## config.mk

```make
export PLATFORM = sky130hd
export DESIGN_NAME = ctwr_core
export DESIGN_NICKNAME = d
export VERILOG_FILES = /design/src/common/ctwr_pkg.sv /design/src/verilog/ctwr_core.sv
export VERILOG_INCLUDE_DIRS = /design/src /design/src/common
export SDC_FILE = /design/constraint.sdc
export NUM_CORES = 1
export LEC_CHECK = 0
export CAP_MARGIN = 20
export CORE_ASPECT_RATIO = 1.1
export CORE_MARGIN = 1
export CORE_UTILIZATION = 45
export CTS_CLUSTER_SIZE = 10
export DETAILED_ROUTE_END_ITERATION = 10
export DONT_BUFFER_PORTS = 1
export PLACE_DENSITY = 0.59
export SYNTH_ARGS = -nofsm -noshare
export SYNTH_HDL_FRONTEND = slang
export SYNTH_SLANG_ARGS = --single-unit
```

## constraint.sdc

```tcl
create_clock -name CLK -period 3.5 [get_ports CLK]
set_clock_uncertainty 0.1 [all_clocks]
set_input_delay 0.35 -clock CLK [delete_from_list [all_inputs] [get_ports CLK]]
set_output_delay 0.35 -clock CLK [all_outputs]
set_load 0.01 [all_outputs]
```

## src/common/ctwr_consts.svh

```systemverilog
// constants for the transfer, watchdog test and exchange execution slice
`ifndef CTWR_CONSTS_SVH
`define CTWR_CONSTS_SVH

// ****************************************************************
// opcode patterns and masks
// ****************************************************************
`define CTWR_OPC_COPY_ACC_Y   10'h00c
`define CTWR_OPC_WDF_TEST     10'h0a0
`define CTWR_OPC_SWAP         10'h2d0
`define CTWR_OPC_SWAP_DEC     10'h2f0
`define CTWR_MASK_FULL        10'h3ff
`define CTWR_MASK_IMM         10'h3f0

// ****************************************************************
// field positions and values
// ****************************************************************
`define CTWR_IMM_MSB          3
`define CTWR_IMM_LSB          0
`define CTWR_Y_WRAP_VAL       4'hf
`define CTWR_Y_STEP           4'h1

// ****************************************************************
// reset values
// ****************************************************************
`define CTWR_RST_NIBBLE       4'h0
`define CTWR_RST_FLAG         1'b0

`endif

```

## src/common/ctwr_pkg.sv

```systemverilog
// types shared by the execution slice
`default_nettype none

package ctwr_pkg;

  // ****************************************************************
  // sequencing states, one-hot
  // ****************************************************************
  typedef enum logic [1:0] {
    CTWR_EXEC = 2'h1,
    CTWR_SKIP = 2'h2
  } ctwr_state_e;

  typedef logic [3:0] ctwr_nibble_t;
  typedef logic [9:0] ctwr_word_t;

endpackage : ctwr_pkg

`default_nettype wire

```

## src/verilog/ctwr_core.sv

```systemverilog
// execution logic for copy, watchdog flag test and swap instructions
// Behaviour
// - opcode 0x00c copies accumulator into Y, no skip
// - watchdog test skips next when expiry flag set, then clears it
// - opcode 101101jjjj swaps accumulator with RAM nibble at pointer
// - swap then replaces X with X xor immediate j, any j 0..15
// - opcode 101111jjjj does same swap and xor, plus Y adjust
// - decrement variant: Y minus one mod 16, skip next if Y is 15
`include "ctwr_consts.svh"
`default_nettype none

module ctwr_core
  import ctwr_pkg::*;
(
  input  wire logic              CLK,
  input  wire logic              RST,
  input  wire logic              CE,
  input  wire logic              INSTR_VALID,
  input  wire logic [9:0]        INSTR,
  input  wire logic [3:0]        MEM_RDATA,
  input  wire logic              WDT_EXPIRE,
  output logic                   MEM_WE,
  output logic      [3:0]        MEM_WDATA,
  output logic      [3:0]        ACC,
  output logic      [3:0]        XPTR,
  output logic      [3:0]        YPTR,
  output logic                   WDF,
  output logic                   SKIP_PENDING
);

  // ****************************************************************
  // decode helpers
  // ****************************************************************
  function automatic logic op_match(input ctwr_word_t ins,
                                    input ctwr_word_t pat,
                                    input ctwr_word_t msk);
    op_match = ((ins & msk) == pat);
  endfunction : op_match

  ctwr_state_e  state_q, state_d;
  ctwr_nibble_t acc_q, acc_d;
  ctwr_nibble_t x_q, x_d;
  ctwr_nibble_t y_q, y_d;
  ctwr_nibble_t y_dec;
  ctwr_nibble_t imm;
  logic         wdf_q, wdf_d;
  logic         exec;
  logic         is_copy, is_test, is_swap, is_swap_dec, any_swap;
  logic         take_skip;

  // instruction is live only when not suppressed
  assign exec        = CE && INSTR_VALID && (state_q == CTWR_EXEC);
  assign is_copy     = op_match(INSTR, `CTWR_OPC_COPY_ACC_Y, `CTWR_MASK_FULL);
  assign is_test     = op_match(INSTR, `CTWR_OPC_WDF_TEST, `CTWR_MASK_FULL);
  assign is_swap     = op_match(INSTR, `CTWR_OPC_SWAP, `CTWR_MASK_IMM);
  assign is_swap_dec = op_match(INSTR, `CTWR_OPC_SWAP_DEC, `CTWR_MASK_IMM);
  assign any_swap    = is_swap || is_swap_dec;
  assign imm         = INSTR[`CTWR_IMM_MSB:`CTWR_IMM_LSB];
  assign y_dec       = y_q - `CTWR_Y_STEP;

  // ****************************************************************
  // register next values
  // ****************************************************************
  always_comb begin
    acc_d     = acc_q;
    x_d       = x_q;
    y_d       = y_q;
    take_skip = 1'b0;
    if (exec) begin
      if (is_copy) begin
        y_d = acc_q;
      end
      if (any_swap) begin
        acc_d = MEM_RDATA;
        x_d   = x_q ^ imm;
      end
      if (is_swap_dec) begin
        y_d       = y_dec;
        take_skip = (y_dec == `CTWR_Y_WRAP_VAL);
      end
      if (is_test && wdf_q) begin
        take_skip = 1'b1;
      end
    end
  end

  // ****************************************************************
  // watchdog expiry flag, set wins over clear
  // ****************************************************************
  always_comb begin
    wdf_d = wdf_q;
    if (CE) begin
      if (exec && is_test) begin
        wdf_d = `CTWR_RST_FLAG;
      end
      if (WDT_EXPIRE) begin
        wdf_d = 1'b1;
      end
    end
  end

  // ****************************************************************
  // skip sequencing
  // ****************************************************************
  always_comb begin
    state_d = state_q;
    unique case (state_q)
      CTWR_EXEC: begin
        if (take_skip) begin
          state_d = CTWR_SKIP;
        end
      end
      CTWR_SKIP: begin
        if (CE && INSTR_VALID) begin
          state_d = CTWR_EXEC;
        end
      end
      default: begin
        state_d = CTWR_EXEC;
      end
    endcase
  end

  // state registers, frozen while CE low
  always_ff @(posedge CLK) begin
    if (RST) begin
      state_q <= CTWR_EXEC;
      acc_q   <= `CTWR_RST_NIBBLE;
      x_q     <= `CTWR_RST_NIBBLE;
      y_q     <= `CTWR_RST_NIBBLE;
      wdf_q   <= `CTWR_RST_FLAG;
    end else if (CE) begin
      state_q <= state_d;
      acc_q   <= acc_d;
      x_q     <= x_d;
      y_q     <= y_d;
      wdf_q   <= wdf_d;
    end
  end

  // ****************************************************************
  // outputs
  // ****************************************************************
  // no write when suppressed
  assign MEM_WE       = exec && any_swap;
  assign MEM_WDATA    = acc_q;   // old accumulator goes to ram
  assign ACC          = acc_q;
  assign XPTR         = x_q;
  assign YPTR         = y_q;
  assign WDF          = wdf_q;
  assign SKIP_PENDING = (state_q == CTWR_SKIP);
endmodule : ctwr_core

`default_nettype wire

```

==> results by group, run 1 <==
Worst setup path
  • CP Max Fanout: 12
  • Crit. End Element: output pin
  • Worst stage delay on the critical path: 450 ps
  • Bufs and invs on worst path: 0
  • CP arrival: 1320 ps
  • Crit Path Class: flop to output pin
  • Worst Path Required: around 3000 ps
  • Reg2reg path depth: 4
  • Crit path cell chain: and4b_4, and3_1
  • Type of origin of the critical path: flop
  • CP Depth: 2
  • Largest delay share family, worst path: simple AND/OR/NAND/NOR gates
  • Slowest stage cell, crit path: and4b_4

Detailed routing
  • Post-route ant nets: 0
  • Routed vias: approximately 730
  • Drt pass-1 iters: 4
  • Wire per inst: between 10 and 15 um
  • Number of vias per cell: between 5 and 6
  • Wirelength, routed: 1830 um
  • Iteration-0 DRC Markers: 11
  • Drt drc: 0

Final layout
  • Multi-input combinational cell area: 539 um^2
  • # fillers: 185
  • Finished Layout Cells: 125
  • Area Growth Syn to Fin: 1.52%
  • Ant diodes: 0
  • Final net count: 120
  • Storage element area: roughly 300 um^2
  • Final Cell Area: around 920 um^2
  • Commonest non-fill, non-tap cell in the layout: dfxtp_1
  • Commonest cells after routing, fill and taps aside: dfxtp_1 (15), nor2_1 (12), nand4_1 (7)
  • Share of layout cells above drive strength 1: between 10% and 20%

Place
  • GPL Wtd Cong: about 0.84
  • Placed instance area: between 800 and 900 um^2
  • Port bufs: 0
  • DP HPWL: 1450 um
  • Pre-CTS setup slack: between 1500 and 2000 ps
  • Cells after DPL: 121

Clocking
  • Total CTS buffers: 3
  • Clock root buffer: clkbuf_4
  • Postcts setup bufs: 0
  • Worst-Skew Late Latency: roughly 280 ps
  • Clock Sinks: 15
  • CTS Hold Bufs: 0
  • Post-CTS sizing: 0
  • Clock transition at the registers of the reported paths: approximately 90 ps
  • CTS tree: done
  • H-Tree Depth: 1
  • Max clock buf depth: 2

Logic synthesis
  • Syn nets: 122
  • Mean post-synth cell area: roughly 9 um^2
  • Async SR Flop Fraction: 0%
  • Synthesized area: 908 um^2
  • Library cells used by synthesis: between 40 and 50
  • Yosys warning count: 0
  • Seq/Total Area, Yosys: 33.1%
  • Post-synth EDFFs: 0
  • Most used DFF post-synth: dfxtp_1
  • FF+latch count, synth: 15
  • Cells after synthesis: about 100

Timing
  • Setup TNS: 0 ps
  • Achievable clock frequency: 566 MHz
  • Slew Viols, Final: 0
  • Final setup viols: 0
  • Hold Violations, Final: 0
  • RSZ-0062 raised after global routing: false
  • Post-layout min period: roughly 1800 ps
  • Post-route clock period utilization: 50.4%
  • Worst Max-Slew Pin Slew: between 300 and 400 ps
  • Rel. slew slack: between 70% and 80%
  • PnR worst setup slack: approximately 1700 ps

Power
  • PD cells: around 320 mW/mm^2
  • Total power: around 290 uW
  • VDD IR max: 0.000185 V
  • Lkg Pwr: 0.348 nW

Die
  • Core Region: about 0.0018 mm^2
  • Die height: 49.1 um
  • Die area: ~0.0022 mm^2
  • Num rows: 16
  • Boundary Pins: 38
  • Starting Density: about half
  • Die X: around 45 um

GRT
  • Global route overflow: 0
  • First-pass GRT wire length: approximately 3200 um
  • Largest net degree at the start of global routing: 16
  • GR Util All Layers: between 10% and 20%
  • Vias in the first global route: between 700 and 800
  • Initial antenna violation count: 0

Min path
  • Worst hold stages: 1
  • Hold Crit Class: input port to flop

Run status
  • Outcome: completed

Job
  • Max-Cap Viols: 0
[cell usage after synthesis (3+ instances only)]
cell type | count | area (um^2)
nor2_1 | 12 | 45.0
o21ai_0 | 3 | 15.0
dfxtp_1 | 15 | 300
xor2_1 | 5 | 43.8
inv_1 | 6 | 22.5
mux2i_1 | 4 | 40.0
nand4_1 | 7 | 43.8
a211oi_1 | 3 | 22.5
buf_4 | 5 | 37.5
[cell families (layout without fill, tap and decap cells)]
kind of cell / after synthesis / after routing / synth area share [%]
xor+xnor: 6 / 6 / 5.79
compound gates: 21 / 21 / 16.3
fa+ha+maj: 2 / 2 / 2.75
mux: 5 / 5 / 6.06
simple gates: 39 / 39 / 28.5
buf+inv: 13 / 10 / 7.58
flops: 15 / 15 / 33.1
[worst reg2reg max path: cells and delay by family, from the launching register on]
| family | cells | cell delay [ps] |
|---|---|---|
| multiplexers | 1 | 210 |
| AND/OR/NAND/NOR | 3 | 740 |
| flip-flops | 1 | 350 |
[report_power, final]
group | switching, mW | internal, mW
Clock | 0.0538 | 0.0442
Combinational | 0.0114 | 0.00905
Sequential | 0.00224 | 0.172
Total | 0.0674 | 0.225
[routing by layer]
| layer | routed length [um] | share of wire, % | GRT usage, % |
|---|---|---|---|
| met2 | 857 | 47 | 28.2 |
| met3 | 133 | 7.3 | 8.52 |
| met4 | 14 | 0.77 | 8.59 |
| met5 | 0 | 0 | 0 |
| met1 | 824 | 45 | 23.6 |
[sequential cells by signal (all words and copies together), names as in the netlist]
register and cells:
state_q 2, WDF 1, ACC 4, YPTR 4
XPTR 4
[layout make-up]
cell class | instances | share of cell area (%)
flip-flops and latches | 15 | 32.6
clock buffers | 4 | 2.85
multi-input cells | 73 | 58.5
inverters | 6 | 2.44
well taps | 27 | 3.66
[through the flow]
stage,hold slack (ps),utilization [%]
after global routing,5.10,50.1
after global placement,324,48.6
after floorplan,319,-
after detailed placement,326,48.6
after CTS,21.5,50.1
final,30.3,50.1
[worst paths after layout]
kind | startpoint | to | slack [ps]
setup / recovery | state_q[1] | MEM_WE | 1730
hold / removal | RST | ACC[2] | 30
setup reg to reg | state_q[1] | ACC[1] | 2000
hold reg to reg | XPTR[1] | XPTR[1] | 500
No activity file was read; power rests on OpenSTA's default activity.
==> run 2: changes to the inputs <==
- ABC_AREA: not set -> 1
- PLACE_DENSITY: 0.59 -> 0.61
- clock period: 3.5 -> 1.4 ns (I/O delays scaled with it)
==> results by group, run 2 <==
Worst setup path
  • Worst R2R End: state_q[1]
  • CP arrival: about 1100 ps
  • CP Max Fanout: 7
  • R2R Setup Slk: ~140 ps
  • Crit Path Class: flop to output pin
  • Reg2reg path depth: 8
  • Type of origin of the critical path: flop
  • Crit. End Element: output pin
  • Worst Path Required: about 1200 ps
  • R2r startpoint: YPTR[0]

Die
  • Die height: 49.1 um
  • Core Region: 0.00184 mm^2
  • Die X: between 40 and 50 um
  • Num rows: 16
  • Die area: roughly 0.0022 mm^2
  • Boundary Pins: 38
  • Starting Density: about half

Logic synthesis
  • Compound-Gate Fraction of Synth Area: between 7 and 8%
  • Seq/Total Area, Yosys: ~33%
  • Yosys warning count: 0
  • Synth top area share: around a third
  • Largest family of logic cells by synthesized area: simple AND/OR/NAND/NOR gates
  • Most used DFF post-synth: dfxtp_1
  • Top cells by area, synth: dfxtp_1 (33%), nand2_1 (15%), nor2_1 (12%)
  • Post-synth EDFFs: 0
  • Cell taking the most area after synthesis: dfxtp_1
  • Library cells used by synthesis: 20
  • Cells after synthesis: 142
  • Synth Area in XOR/XNOR: ~4.8%
  • Multiplexer share of the synthesized area: 0%
  • Async SR Flop Fraction: 0%
  • Syn nets: roughly 160
  • Post-Synth Simple-Gate Area: 40.2%
  • Mean post-synth cell area: roughly 6.4 um^2
  • FF+latch count, synth: 15
  • Top cells by count, synth: nand2_1 (36), nor2_1 (28), dfxtp_1 (15)
  • Most frequent cell after synthesis: nand2_1
  • Adder-cell share of the synthesized area: under 10%
  • Synthesized area: around 910 um^2

GRT
  • Initial antenna violation count: 0
  • Largest net degree at the start of global routing: 11
  • First-pass GRT wire length: about 3300 um
  • Vias in the first global route: about 830
  • GR Util All Layers: about a fifth
  • Global route overflow: 0

Timing
  • Slew Viols, Final: 0
  • Rel. slew slack: 77.3%
  • Achievable clock frequency: 745 MHz
  • Worst Max-Slew Pin Slew: 340 ps
  • Post-layout min period: roughly 1300 ps
  • Hold Violations, Final: 0
  • Post-route clock period utilization: 95.9%
  • Setup TNS: 0 ps
  • Final setup viols: 0
  • PnR worst setup slack: 57.8 ps
  • Hold WS: about 32 ps

Place
  • DP HPWL: approximately 1500 um
  • Cells after DPL: 167
  • Placed instance area: 925 um^2
  • Pre-CTS setup slack: between 90 and 100 ps
  • GPL Wtd Cong: slightly below 0.8
  • Port bufs: 0

Min path
  • Hold Crit Class: input port to flop
  • Hold Startpoint: INSTR[9]
  • Worst hold stages: 4
  • Hold EP: XPTR[1]

Final layout
  • Finished Layout Cells: between 150 and 200
  • Commonest non-fill, non-tap cell in the layout: nand2_1
  • Util after Layout: around three fifths
  • Final net count: between 150 and 200
  • Final Cell Area: approximately 0.0011 mm^2
  • Commonest cells after routing, fill and taps aside: nand2_1 (36), nor2_1 (26), dfxtp_1 (14)
  • Area Growth Syn to Fin: 20.9%
  • Ant diodes: 0
  • Share of layout cells above drive strength 1: between 10 and 15%

Power
  • Lkg Pwr: roughly 0.55 nW
  • VDD IR max: 0.000500 V
  • PD cells: just over 700 mW/mm^2
  • Total power: between 700 and 800 uW
  • Logic pwr share: 11.2%
  • Switching Fraction: about a quarter
  • Internal power: between 500 and 600 uW
  • Reg power frac: between 50% and 60%
  • Clock share of power: 32.6%
  • Net Sw Power: 193 uW

Detailed routing
  • Number of vias per cell: approximately 4.8
  • Drt pass-1 iters: 4
  • Routed vias: between 800 and 900
  • Drt drc: 0
  • Met2 WL post-DR: around 1000 um
  • Wirelength, routed: roughly 2000 um
  • Iteration-0 DRC Markers: 11
  • Met1 Routed Length: about 830 um
  • Post-route ant nets: 0
  • Wire per inst: approximately 11 um
  • Met3 routed WL: between 100 and 150 um
  • DR top layer: met4

Clocking
  • Max clock buf depth: 2
  • Clock transition at the registers of the reported paths: ~90 ps
  • Clock Sinks: 15
  • CTS tree: done
  • Clock root buffer: clkbuf_4
  • H-Tree Depth: 1
  • Worst-Skew Late Latency: approximately 290 ps
  • Total CTS buffers: 3

Run status
  • Outcome: completed

Job
  • Max-Cap Viols: 0
run 2: cell types whose count changed in the layout (fill, tap and decap cells not counted), sizes merged, moves of 4 or more:
cell,delta
dlygate4sd3,+11
inv,+10
mux2i,-4
nand2,+39
nand3,+10
nand4,-7
nor2,+17
o21ai,+5
run 2: worst max path at each step:
stage               start         end  slack (ps)
3_5_place_dp      YPTR[0]  state_q[1]          90
3_3_place_gp      YPTR[0]  state_q[1]          90
6_report       state_q[1]      MEM_WE          60
5_1_grt           YPTR[2]  state_q[1]          -8
2_1_floorplan     YPTR[0]  state_q[1]          90
4_1_cts        state_q[1]      MEM_WE          20
run 2: worst max-delay path, stage by stage (launching register included):
cell and delay [ps]:
dfxtp_1 330, inv_1 80, nand3_2 90, inv_2 130, nand2_4 90, clkinv_4 90
run 2: power groups by stage:
stage                     Combinational (mW)  Clock [mW]  Sequential, mW
after detailed placement              0.0550           0           0.446
after CTS                             0.0829       0.264           0.436
final                                 0.0866       0.253           0.436
after floorplan                       0.0474           0           0.445
after global routing                  0.0966       0.286           0.437
after global placement                0.0543           0           0.446
run 2: cell families after synthesis:
group,Yosys count
xor gates and xnor gates,5
adders and majority gates,2
and+or+nand+nor,84
DFF,15
buffers and inverters,22
AOI/OAI and AO/OA,14
run 2: cell type report:
class,count,area [um^2]
Timing Repair Buffer,14,133
Fill cell,189,747
Inverter,18,72.6
Clock buffer,4,26.3
Sequential cell,15,302
Tap cell,27,33.8
Multi-Input combinational cell,105,528
run 2: routing by layer:
layer / vias to the layer above / GRT usage (%)
met5: - / 0
met4: 0 / 4.55
met3: 2 / 7.04
met2: 30 / 33.1
met1: 379 / 24.2
li1: 468 / -
run 2: repair_timing:
| item | CTS | global route |
|---|---|---|
| buffers inserted | 0 | 1 |
| gates resized for setup | 0 | 8 |
| hold buffers | 11 | 0 |
| endpoints found under the hold margin | 10 | 0 |
| setup endpoints to repair | 0 | 5 |
